[src/core/ftc_pkg.sv]
// package for the fast timer compare/pwm block: register map, fields, timing
package ftc_pkg;
  // register byte addresses (word aligned)
  localparam logic [7:0] FTC_ADDR_CONTROL = 8'h30;
  localparam logic [7:0] FTC_ADDR_COUNT   = 8'h34;
  localparam logic [7:0] FTC_ADDR_MATCH   = 8'h38;
  localparam logic [7:0] FTC_ADDR_LIMIT   = 8'h3C;
  localparam logic [7:0] FTC_ADDR_SPECIAL = 8'h40;
  localparam logic [7:0] FTC_ADDR_FLAGS   = 8'h44;
  localparam logic [7:0] FTC_ADDR_MASK    = 8'h48;
  // control fields
  localparam int FTC_CTL_CLEAR  = 7;
  localparam int FTC_CTL_MOD    = 6;
  localparam int FTC_CTL_ACT_HI = 5;
  localparam int FTC_CTL_ACT_LO = 4;
  // special function bits
  localparam int FTC_SPC_FORCE  = 2;
  localparam int FTC_SPC_PSRST  = 1;
  // flag and mask bit positions
  localparam int FTC_FLG_MATCH  = 6;
  localparam int FTC_FLG_OVF    = 2;
  // reset values
  localparam logic [7:0] FTC_RST_BYTE  = 8'h00;
  localparam logic [7:0] FTC_RST_LIMIT = 8'hFF;
  // source select codes
  localparam logic [3:0] FTC_SEL_STOP = 4'h0;
  localparam logic [3:0] FTC_SEL_SYS  = 4'h5;
  // fast clock ratio and prescaler widths
  localparam int FTC_FAST_RATIO = 16;
  localparam int FTC_FAST_BITS  = 4;
  localparam int FTC_PRE_BITS   = 10;
  localparam logic [7:0] FTC_ZERO = 8'h00;
  localparam logic [7:0] FTC_TOP  = 8'hFF;

  // output action encodings
  typedef enum logic [1:0] {
    FTC_ACT_OFF    = 2'b00,
    FTC_ACT_TOGGLE = 2'b01,
    FTC_ACT_CLEAR  = 2'b10,
    FTC_ACT_SET    = 2'b11
  } ftc_act_t;

  // avalon slave request
  typedef struct packed {
    logic [7:0]  address;
    logic        read;
    logic        write;
    logic [31:0] writedata;
    logic [3:0]  byteenable;
  } ftc_req_t;

  // avalon slave answer
  typedef struct packed {
    logic [31:0] readdata;
    logic        waitrequest;
    logic [1:0]  response;
  } ftc_rsp_t;

  // bus handshake phase
  typedef enum logic [0:0] {
    FTC_BUS_IDLE = 1'b0,
    FTC_BUS_DONE = 1'b1
  } ftc_bus_t;

  // whole block state
  typedef struct packed {
    ftc_bus_t                  bus;
    ftc_rsp_t                  rsp;
    logic [7:0]                ctl;
    logic [7:0]                cnt;
    logic [7:0]                match;
    logic [7:0]                hold;
    logic                      hold_pend;
    logic [7:0]                limit;
    logic [7:0]                flags;
    logic [7:0]                mask;
    logic [FTC_PRE_BITS-1:0]   pre;
    logic [FTC_FAST_BITS-1:0]  fast;
    logic                      cnt_wr;
    logic [7:0]                cnt_wval;
    logic                      hit;
    logic                      pin;
    logic                      pin_oe;
  } ftc_state_t;
endpackage

[src/core/ftc_timer.sv]
// fast timer with one compare channel, pwm mode and avalon register slave
//
// Design decision made here: register access over Avalon-MM.
`timescale 1ns/1ns
module ftc_timer (
  // clock and reset
  input  wire logic            sys_clk,
  input  wire logic            rst,
  // avalon-mm slave
  input  wire ftc_pkg::ftc_req_t avs_req,
  output ftc_pkg::ftc_rsp_t    avs_rsp,
  // port pin
  input  wire logic            port_dir_one,
  output logic                 port_pin_one_out,
  output logic                 port_pin_one_oe,
  // flag outputs toward the shared interrupt logic
  output logic [7:0]           timer_flags,
  output logic [7:0]           timer_mask
);
  import ftc_pkg::*;

  ////////////////////////////////////////////////////////////////////////////
  // overview
  //
  // the whole block is one packed state word; a single combinational process
  // works out its next value and a single clocked process registers it, so
  // every output leaves straight from a flip-flop and nothing else holds state.
  //
  // register access costs one wait cycle. a request is taken while the bus
  // phase is idle; waitrequest is driven low for exactly the next cycle and
  // the master sees it low at the following rising edge. read data are
  // captured at the taking edge so they already stand when the master looks.
  // writes are applied only at the edge where waitrequest is seen low, which
  // keeps the register change in step with the master's view of completion.
  //
  // the sixteen-times fast clock is not a real clock here. it is stood in for
  // by a small phase counter, and the fast source codes advance the count once
  // per system cycle. this trades true sub-cycle resolution for a design with
  // a single clock domain and no crossing logic at all.
  //
  // the count path gives priority, in order, to a pending software write, to
  // a clear after a match, and then to the selected tick. a written value
  // never produces a match, because the match test only runs on a tick.
  //
  // limitation: the count write and the compare value share no interlock;
  // software that rewrites both in quick succession sees the later one win.
  //
  // the shared interrupt logic is outside this block; it only receives the
  // flag and mask bytes and decides on its own whether to raise anything.
  ////////////////////////////////////////////////////////////////////////////

  ftc_state_t s_q;
  ftc_state_t s_d;

  ////////////////////////////////////////////////////////////////////////////
  // helper functions

  // decode a word address against one register
  function automatic logic hit_addr(input logic [7:0] a, input logic [7:0] r);
    hit_addr = (a == r);
  endfunction

  // tick for a source select; fast codes tick on every system cycle, like the system code
  function automatic logic sel_tick(input logic [3:0] sel,
                                    input logic [FTC_PRE_BITS-1:0] pre);
    logic [FTC_PRE_BITS-1:0] ones;
    int unsigned n;
    ones = '0;
    n = 0;
    sel_tick = 1'b0;
    if (sel == FTC_SEL_STOP) begin
      sel_tick = 1'b0;
    end else if (sel <= FTC_SEL_SYS) begin
      sel_tick = 1'b1;
    end else begin
      n = 32'(sel - FTC_SEL_SYS);
      for (int i = 0; i < FTC_PRE_BITS; i++) begin
        if (i < n) begin
          ones[i] = 1'b1;
        end
      end
      sel_tick = ((pre & ones) == ones);
    end
  endfunction

  // fast steps per system cycle: 16, 8, 4, 2 for codes 1..4
  function automatic logic [FTC_FAST_BITS:0] fast_steps(input logic [3:0] sel);
    fast_steps = '0;
    if (sel != FTC_SEL_STOP && sel < FTC_SEL_SYS) begin
      fast_steps = (FTC_FAST_BITS+1)'(FTC_FAST_RATIO >> (sel - 4'h1));
    end
  endfunction

  ////////////////////////////////////////////////////////////////////////////
  // next state
  always_comb begin
    logic        wr;
    logic        rd;
    logic        pwm;
    logic        tick;
    logic [7:0]  top;
    logic [7:0]  wd;
    logic [7:0]  rdv;
    logic [4:0]  steps;
    logic        hit_now;
    logic        wrap;
    logic        force_w;
    logic        take;
    ftc_act_t    act;
    s_d     = s_q;
    take    = 1'b0;
    wr      = 1'b0;
    rd      = 1'b0;
    pwm     = s_q.ctl[FTC_CTL_MOD];
    act     = ftc_act_t'(s_q.ctl[FTC_CTL_ACT_HI:FTC_CTL_ACT_LO]);
    top     = pwm ? s_q.limit : FTC_TOP;
    wd      = avs_req.writedata[7:0];
    rdv     = FTC_RST_BYTE;
    tick    = sel_tick(s_q.ctl[3:0], s_q.pre);
    steps   = fast_steps(s_q.ctl[3:0]);
    hit_now = 1'b0;
    wrap    = 1'b0;
    force_w = 1'b0;

    // bus: one wait cycle, answer with waitrequest low on the second
    // reads are captured when taken; writes land where the master sees the
    // answer, so a register never changes before the master counts it done
    s_d.rsp.waitrequest = 1'b1;
    s_d.rsp.response    = 2'b00;
    case (s_q.bus)
      FTC_BUS_IDLE: begin
        if (avs_req.read || avs_req.write) begin
          s_d.bus             = FTC_BUS_DONE;
          s_d.rsp.waitrequest = 1'b0;
          take                = 1'b1;
          rd                  = avs_req.read;
        end
      end
      FTC_BUS_DONE: begin
        s_d.bus = FTC_BUS_IDLE;
        // the request still stands here, held by the master
        wr      = avs_req.write && avs_req.byteenable[0];
      end
      default: begin
        s_d.bus = FTC_BUS_IDLE;
      end
    endcase

    // read mux; unmapped reads return zero with a decode error
    if (hit_addr(avs_req.address, FTC_ADDR_CONTROL)) rdv = s_q.ctl;
    else if (hit_addr(avs_req.address, FTC_ADDR_COUNT)) rdv = s_q.cnt;
    else if (hit_addr(avs_req.address, FTC_ADDR_MATCH)) begin
      rdv = s_q.hold_pend ? s_q.hold : s_q.match;
    end
    else if (hit_addr(avs_req.address, FTC_ADDR_LIMIT)) rdv = s_q.limit;
    else if (hit_addr(avs_req.address, FTC_ADDR_SPECIAL)) rdv = FTC_RST_BYTE;
    else if (hit_addr(avs_req.address, FTC_ADDR_FLAGS)) rdv = s_q.flags;
    else if (hit_addr(avs_req.address, FTC_ADDR_MASK)) rdv = s_q.mask;
    else if (take) s_d.rsp.response = 2'b11;
    if (rd) s_d.rsp.readdata = {24'h000000, rdv};

    // fast phase counter: the sixteen-times clock modelled as sub-steps
    s_d.fast = s_q.fast + steps[FTC_FAST_BITS-1:0];

    // count path; a pending software write lands this cycle, no match check
    // the one-cycle delay on a write stands in for the clock domain crossing
    // that the real counter has; keeping it means software timing matches.
    // clearing after a match only applies in normal mode, pwm has its own top.
    // the match test looks at the value being counted into, so a count that
    // reaches the compare value by a write is never seen as an event.
    s_d.hit = 1'b0;
    if (s_q.cnt_wr) begin
      s_d.cnt = s_q.cnt_wval;
    end else if (s_q.hit && s_q.ctl[FTC_CTL_CLEAR] && !pwm) begin
      s_d.cnt = FTC_ZERO;
    end else if (tick) begin
      if (s_q.cnt == top) begin
        s_d.cnt = FTC_ZERO;
        wrap    = 1'b1;
      end else begin
        s_d.cnt = s_q.cnt + 8'h01;
      end
      hit_now = (s_d.cnt == s_q.match);
    end
    s_d.hit = hit_now;

    // flags, set wins over software clear (write one to clear)
    // the clear is applied first and the hardware set after it, so an event
    // that falls in the same cycle as the clear is never lost.
    // both flags behave the same in normal and pwm mode.
    if (wr && hit_addr(avs_req.address, FTC_ADDR_FLAGS)) begin
      s_d.flags = s_q.flags & ~wd;
    end
    if (s_q.hit) s_d.flags[FTC_FLG_MATCH] = 1'b1;
    if (wrap)    s_d.flags[FTC_FLG_OVF]   = 1'b1;

    // pwm double buffer: copy when count reaches the limit
    // copying only at the top keeps every pulse whole; a new duty value that
    // arrives mid-period waits for the period to end instead of cutting it.
    // leaving pwm with a value still held copies it at once, since normal
    // mode has no period boundary to wait for.
    if (pwm && s_q.hold_pend && s_q.cnt == s_q.limit) begin
      s_d.match     = s_q.hold;
      s_d.hold_pend = 1'b0;
    end
    if (!pwm && s_q.hold_pend) begin
      s_d.match     = s_q.hold;
      s_d.hold_pend = 1'b0;
    end

    // register writes
    s_d.cnt_wr = 1'b0;
    if (wr) begin
      if (hit_addr(avs_req.address, FTC_ADDR_CONTROL)) s_d.ctl = wd;
      if (hit_addr(avs_req.address, FTC_ADDR_COUNT)) begin
        s_d.cnt_wr   = 1'b1;
        s_d.cnt_wval = wd;
      end
      if (hit_addr(avs_req.address, FTC_ADDR_MATCH)) begin
        if (pwm) begin
          s_d.hold      = wd;
          s_d.hold_pend = 1'b1;
        end else begin
          s_d.match     = wd;
          s_d.hold      = wd;
          s_d.hold_pend = 1'b0;
        end
      end
      if (hit_addr(avs_req.address, FTC_ADDR_LIMIT)) s_d.limit = wd;
      if (hit_addr(avs_req.address, FTC_ADDR_MASK))  s_d.mask  = wd;
      if (hit_addr(avs_req.address, FTC_ADDR_SPECIAL)) begin
        force_w = wd[FTC_SPC_FORCE] && !pwm;
      end
    end

    // prescaler; a reset write restarts it, the bit itself is never stored
    // the prescaler runs freely on every cycle so that a later change of the
    // source select does not restart the division; software that needs a
    // known phase uses the reset bit before starting the timer.
    if (wr && hit_addr(avs_req.address, FTC_ADDR_SPECIAL) && wd[FTC_SPC_PSRST]) begin
      s_d.pre  = '0;
      s_d.fast = '0;
    end else begin
      s_d.pre = s_q.pre + FTC_PRE_BITS'(1);
    end

    // pin action
    // normal mode acts on a registered match or a forced one; pwm sets and
    // clears around the match and the zero count. the two end values of the
    // compare word pin the output to a level so no one-cycle sliver appears.
    // the pin level is kept while disconnected so reconnecting shows the last
    // level the compare logic decided on.
    if (!pwm) begin
      if (s_q.hit || force_w) begin
        case (act)
          FTC_ACT_TOGGLE: s_d.pin = ~s_q.pin;
          FTC_ACT_CLEAR:  s_d.pin = 1'b0;
          FTC_ACT_SET:    s_d.pin = 1'b1;
          default:        s_d.pin = s_q.pin;
        endcase
      end
    end else if (act[1]) begin
      if (s_q.match == FTC_ZERO) begin
        s_d.pin = act[0];
      end else if (s_q.match == s_q.limit) begin
        s_d.pin = ~act[0];
      end else if (s_q.hit) begin
        s_d.pin = act[0];
      end else if (s_q.cnt == FTC_ZERO) begin
        s_d.pin = ~act[0];
      end
    end
    // drive only when an action is connected and the port is an output
    s_d.pin_oe = port_dir_one && (act != FTC_ACT_OFF) &&
                 !(pwm && !act[1]);
  end

  ////////////////////////////////////////////////////////////////////////////
  // state register
  // reset holds waitrequest high so the master never sees an answer before
  // the block is out of reset; the period limit starts at the full count.
  // only constants are loaded on reset.
  always_ff @(posedge sys_clk or posedge rst) begin
    if (rst) begin
      s_q                 <= '0;
      s_q.rsp.waitrequest <= 1'b1;
      s_q.limit           <= FTC_RST_LIMIT;
      s_q.ctl             <= FTC_RST_BYTE;
    end else begin
      s_q <= s_d;
    end
  end

  // outputs straight from flops
  // no logic sits between the state word and the ports, so nothing here can
  // glitch on its way out of the block.
  assign avs_rsp          = s_q.rsp;
  assign port_pin_one_out = s_q.pin;
  assign port_pin_one_oe  = s_q.pin_oe;
  assign timer_flags      = s_q.flags;
  assign timer_mask       = s_q.mask;
endmodule

[config.mk]
export PLATFORM = sky130hd
export DESIGN_NAME = ftc_timer
export DESIGN_NICKNAME = d
export VERILOG_FILES = /design/src/core/ftc_pkg.sv /design/src/core/ftc_timer.sv
export SDC_FILE = /design/constraint.sdc
export NUM_CORES = 1
export LEC_CHECK = 0
export ABC_AREA = 1
export ABC_CLOCK_PERIOD_IN_PS = 8400
export CORE_ASPECT_RATIO = 1.25
export CORE_MARGIN = 3
export CORE_UTILIZATION = 55
export CTS_CLUSTER_DIAMETER = 50
export DETAILED_ROUTE_END_ITERATION = 8
export DONT_BUFFER_PORTS = 1
export HOLD_SLACK_MARGIN = 0.08
export PLACE_DENSITY = 0.7
export RECOVER_POWER = 50
export SLEW_MARGIN = 20
export SYNTH_ARGS = -nofsm -noshare
export SYNTH_HDL_FRONTEND = slang
export SYNTH_SLANG_ARGS = --single-unit
[constraint.sdc]
create_clock -name sys_clk -period 8.4 [get_ports sys_clk]
set_clock_uncertainty 0.15 [all_clocks]
set_input_delay 0.84 -clock sys_clk [delete_from_list [all_inputs] [get_ports sys_clk]]
set_output_delay 0.84 -clock sys_clk [all_outputs]
set_load 0.005 [all_outputs]
== Word level (Yosys, flattened, before mapping) ==
Index checks and enable logic that the tools add are counted.
Storage, ports and cells
  input port bits: 49
  output and inout port bits: 53
  word-level logic and storage cells: 186
  register bits: 91
Operators by class
  magnitude comparators: 11
  reduce and logical (&&, ||, !) cells: 33
  multiplexer cells: 96
  $add $sub $neg: 3
  eq/ne operators: 17
  bitwise gates (word level): 6
Operator list (count)
  $mux W8: 20
  $lt A3 B32 Y1 const A: 4
  $lt A1 B32 Y1 const A: 2
  $lt A2 B32 Y1 const A: 2
  $lt A4 B32 Y1 const A: 2
  $mux W1: 60
  $eq A8 B6 Y1 const B: 4
  $eq A8 B8 Y1: 4
  $mux W25: 1
  $eq A8 B7 Y1 const B: 3
  $mux W9: 2
  $mux W17: 1
  $logic_not A8 Y1: 2
  $mux W2: 8
  $logic_and A1 B1 Y1: 13
  $add A10 B1 Y10 const B: 1
  $and A10 B10 Y10: 1
  $eq A10 B10 Y1: 1
  $mux W10: 1
  $reduce_and A2 Y1: 5
  $add A8 B1 Y8 const B: 1
  $and A8 B8 Y8: 1
  $not A8 Y8: 1
  $reduce_bool A2 Y1: 4
  16 further kinds: 22

== Longest topological paths before layout ==
  depth after elaboration: 16
  mapped depth: 16
  gate-level depth less buffers: 15

== Least setup slack after synthesis ==
No wires, ideal clock.
  path type: input to register
  start point: input port avs_req[39] (netlist name)
  end point: register s_q (netlist bit timer_mask[1])
  cell stages on the path: 7
  buffers on the path: 1
  data required time: 8.127 ns
  arrival time: 1.961 ns
  path slack: 6.166 ns
  setup time: 0.123 ns
  cells stage by stage: nor2_1 -> inv_2 -> nor4_4 -> nand2_2 -> buf_2 -> nand2_1 -> o21ai_1
Between the ends
  longest elaborated chain between the ends: 2
Ends and longest elaborated chain
  start: declaration: line ftc_timer.sv:10  | input wire ftc_pkg::ftc_req_t avs_req,
  $eq A8 B7 Y1: line ftc_timer.sv:60  | hit_addr = (a == r);
  $reduce_and A2 Y1 (no line)
  end: declaration: line ftc_timer.sv:52  | ftc_state_t s_q;
No other way between the ends.
A chain may end at the register's enable or synchronous reset.

==> summary.md <==
| Metric | Value |
|---|---|
| Status | `finished with violations` |
| Violated checks | `max-capacitance violations, max-slew violations` |
| Crit-path slowest cell | `clkbuf_1` |
| Kind of critical path | `in2async` |
| Largest net degree at the start of global routing | `70` |
| Top_reg_cell synth | `dfrtp_1` |
| Leak | `2.91 nW` |
| Data required time of the worst path | `7.87 ns` |
| Rel. slew slack | `-145%` |
| Die width | `96.5 um` |
| Gate Count Post-Synth | `790` |
| Routed Antenna Nets | `0` |
| Clock transition at the registers of the reported paths | `0.07 ns` |
| Critical Path Max Stage Delay | `2.62 ns` |
| Buf/Inv on CP | `2` |
| RePlAce Congestion | `0.961` |
| Capture point of the worst reg-to-reg path | `s_q[2]$_DFF_PP0_` |
| Top-count cell post-synth | `nand2_1` |
| Tmin final | `4.62 ns` |
| Synth warn | `0` |
| Dpl cells | `871` |
| H-tree Lvls | `3` |
| Number of diodes | `0` |
| Number of enable flip-flop cells after synthesis | `0` |
| Drt first-iter violations | `356` |
| Setup bufs post-CTS | `0` |
| DRT Wirelength | `15.9 mm` |
| Final nets | `814` |
| Top post-synthesis cells by count | `nand2_1 (260), inv_1 (97), dfrtp_1 (81), o21ai_0 (64), buf_4 (54)` |
| Post-Syn Area per Cell | `7.13 sq um` |
| Highest Clock Rate | `217 MHz` |
| CP delay by family, top | `buffers and inverters` |
| Fin. max-slew vios | `70` |
| Clk buf depth | `2` |
| Crit path arrival time | `4.08 ns` |
| Worst-margin pin slew | `3.67 ns` |
| Setup TNS | `0 ns` |
| Vias in the first global route | `4790` |
| RSZ-0062 raised after global routing | `no` |
| Boundary pin count | `102` |
| CTS resizes | `0` |
| Starting Density | `57.4%` |
| Pwr Total | `1.13 mW` |
| Synthesis-to-layout area growth | `1.44%` |
| Worst Setup End Kind | `asynchronous set/reset pin` |
| FILL cells | `938` |
| Clock root cell | `clkbuf_16` |
| Total CTS buffers | `9` |
| Drt drc | `0` |
| Hold path endpoint | `s_q[9]$_DFFE_PP0P_` |
| CTS Hold Bufs | `0` |
| Largest cells by area after synthesis | `dfrtp_1 (36%), nand2_1 (17%), buf_4 (7.2%), inv_1 (6.5%), o21ai_0 (5.7%)` |
| Clk sinks | `90` |
| Synthesized cell area | `5630 sq um` |
| Period utilization | `54.9%` |
| Core Region | `9810 sq um` |
| Sequential share of the synthesized area | `40.2%` |
| DIE AREA | `11500 sq um` |
| Synth cell types | `38` |
| R2R setup slack | `5.96 ns` |
| Fraction of registers with async set/reset | `100%` |
| Synth top area share | `36.0%` |
| First-pass GRT wire length | `25.4 mm` |
| Yosys top cell by area | `dfrtp_1` |
| RR Startpoint | `s_q[81]$_DFFE_PP0P_` |
| R2r worst-path depth | `8` |
| Min-Delay Path Class | `reg2reg` |
| Seq cells post-synth | `90` |
| Pre-CTS setup slack | `5.51 ns` |
| Max Cap Viol | `1` |
| Hold depth | `2` |
| CTS tree | `yes` |
| Worst-Skew Late Latency | `0.35 ns` |
| First-pass detailed-route iteration total | `5` |
| Final HPWL DP | `12.0 mm` |
| Crit start category | `input pin` |
| Final worst setup slack | `3.78 ns` |
| GRT Overall Usage | `29.4%` |
| Routed vias/inst | `5.52` |
| Vias | `4900` |
| Row count | `40` |
| PwrDens | `197 nW/um^2` |
| Total gr overflow | `0` |
| Final Hold Slack | `0.342 ns` |
| Finished Layout Cells | `887` |
| Final hold vios | `0` |
| Wire length per cell | `17.9 um` |
| Share of layout cells above drive strength 1 | `6.96%` |
| Min-Delay Startpoint | `s_q[9]$_DFFE_PP0P_` |
| Critical-path cell list | `clkinvlp_2 -> clkbuf_1` |
| Worst vdd ir | `115 uV` |
| Worst-path maximum fanout | `69` |
| Initial antenna violation count | `0` |
| Die outline height | `119 um` |
| Port bufs | `0` |
| Setup-failing EPs final | `0` |
## worst min-delay path, cell delays in order, from the launching register on
cell	delay, ns
dfrtp_1	0.34
nand2_1	0.05
o21ai_0	0.06
## per-layer routing
layer,track usage [%],part of all wire [%],up-vias
met2,45.2,47,184
met3,5.62,6.8,44
met5,0,0,-
met1,39.4,42,2314
met4,14.4,4.2,0
li1,-,-,2358
## cells in the final DEF (no fill, tap or decap), types with 2 or more instances in the layout
master     instances
a21oi_1           36
a31oi_1            6
bufinv_16          2
clkbuf_16          9
conb_1            24
dfrtp_1           81
dfstp_2            9
ha_1               9
inv_1             96
inv_2              4
inv_6              2
nand2_1          260
nand2_2            5
nand2_4            5
nand3_1           48
nand4_1           10
nor2_1            42
nor2_2             6
nor2_4             2
nor3_1             4
nor4_1             2
nor4_4             2
o21ai_0           64
o21ai_1           13
xor2_1             4
## cell type report
| class | instances | area, sq um | area share, % |
|---|---|---|---|
| Sequential cell | 90 | 2260 | 39.6 |
| Tap cell | 126 | 158 | 2.76 |
| Timing Repair Buffer | 1 | 3.75 | 0.0657 |
| Inverter | 101 | 380 | 6.65 |
| Clock buffer | 9 | 225 | 3.94 |
| Multi-Input combinational cell | 553 | 2590 | 45.2 |
| Clock inverter | 7 | 98.8 | 1.73 |
## metrics by stage
stage	util, %	cell area (sq um)
6_report	58.3	5720
4_1_cts	58.4	5730
3_3_place_gp	55.1	5400
3_5_place_dp	55.1	5400
5_1_grt	58.3	5720
2_1_floorplan	-	5720
## state kept, by name, indices dropped and copies added, names as in the netlist
register	cells
avs_rsp	10
port_pin_one_out	1
s_q	62
timer_mask	8
port_pin_one_oe	1
timer_flags	8
## where the power goes
group          switching [mW]  internal, mW
sequential             0.0324         0.463
combinational           0.125        0.0622
clock                   0.181         0.263
## cell families after synthesis
logic type               count (synthesis)  synth area share, %
AND/OR/NAND/NOR                        390                 30.1
buffers and inverters                  170                 15.3
AO/OA/AOI/OAI                          125                 11.5
flip-flops                              90                 40.2
adder cells (fa/ha/maj)                  9                 2.00
XOR/XNOR                                 5                0.777
other                                    1               0.0666
## worst max path at each step
stage / startpoint / to / slack (ns) / cells after the start
finish: rst / s_q[2]$_DFF_PP0_ / 3.78 / 2
global route: rst / s_q[22]$_DFF_PP0_ / 3.00 / 2
detailed placement: avs_req[39] / s_q[76]$_DFFE_PP0P_ / 5.51 / 8
global placement: avs_req[39] / s_q[76]$_DFFE_PP0P_ / 5.61 / 8
floorplan: rst / avs_rsp[0]$_DFF_PP0_ / 5.09 / 1
CTS: avs_req[39] / s_q[78]$_DFFE_PP0P_ / 5.81 / 7
Power figures use the tool's default switching activity.
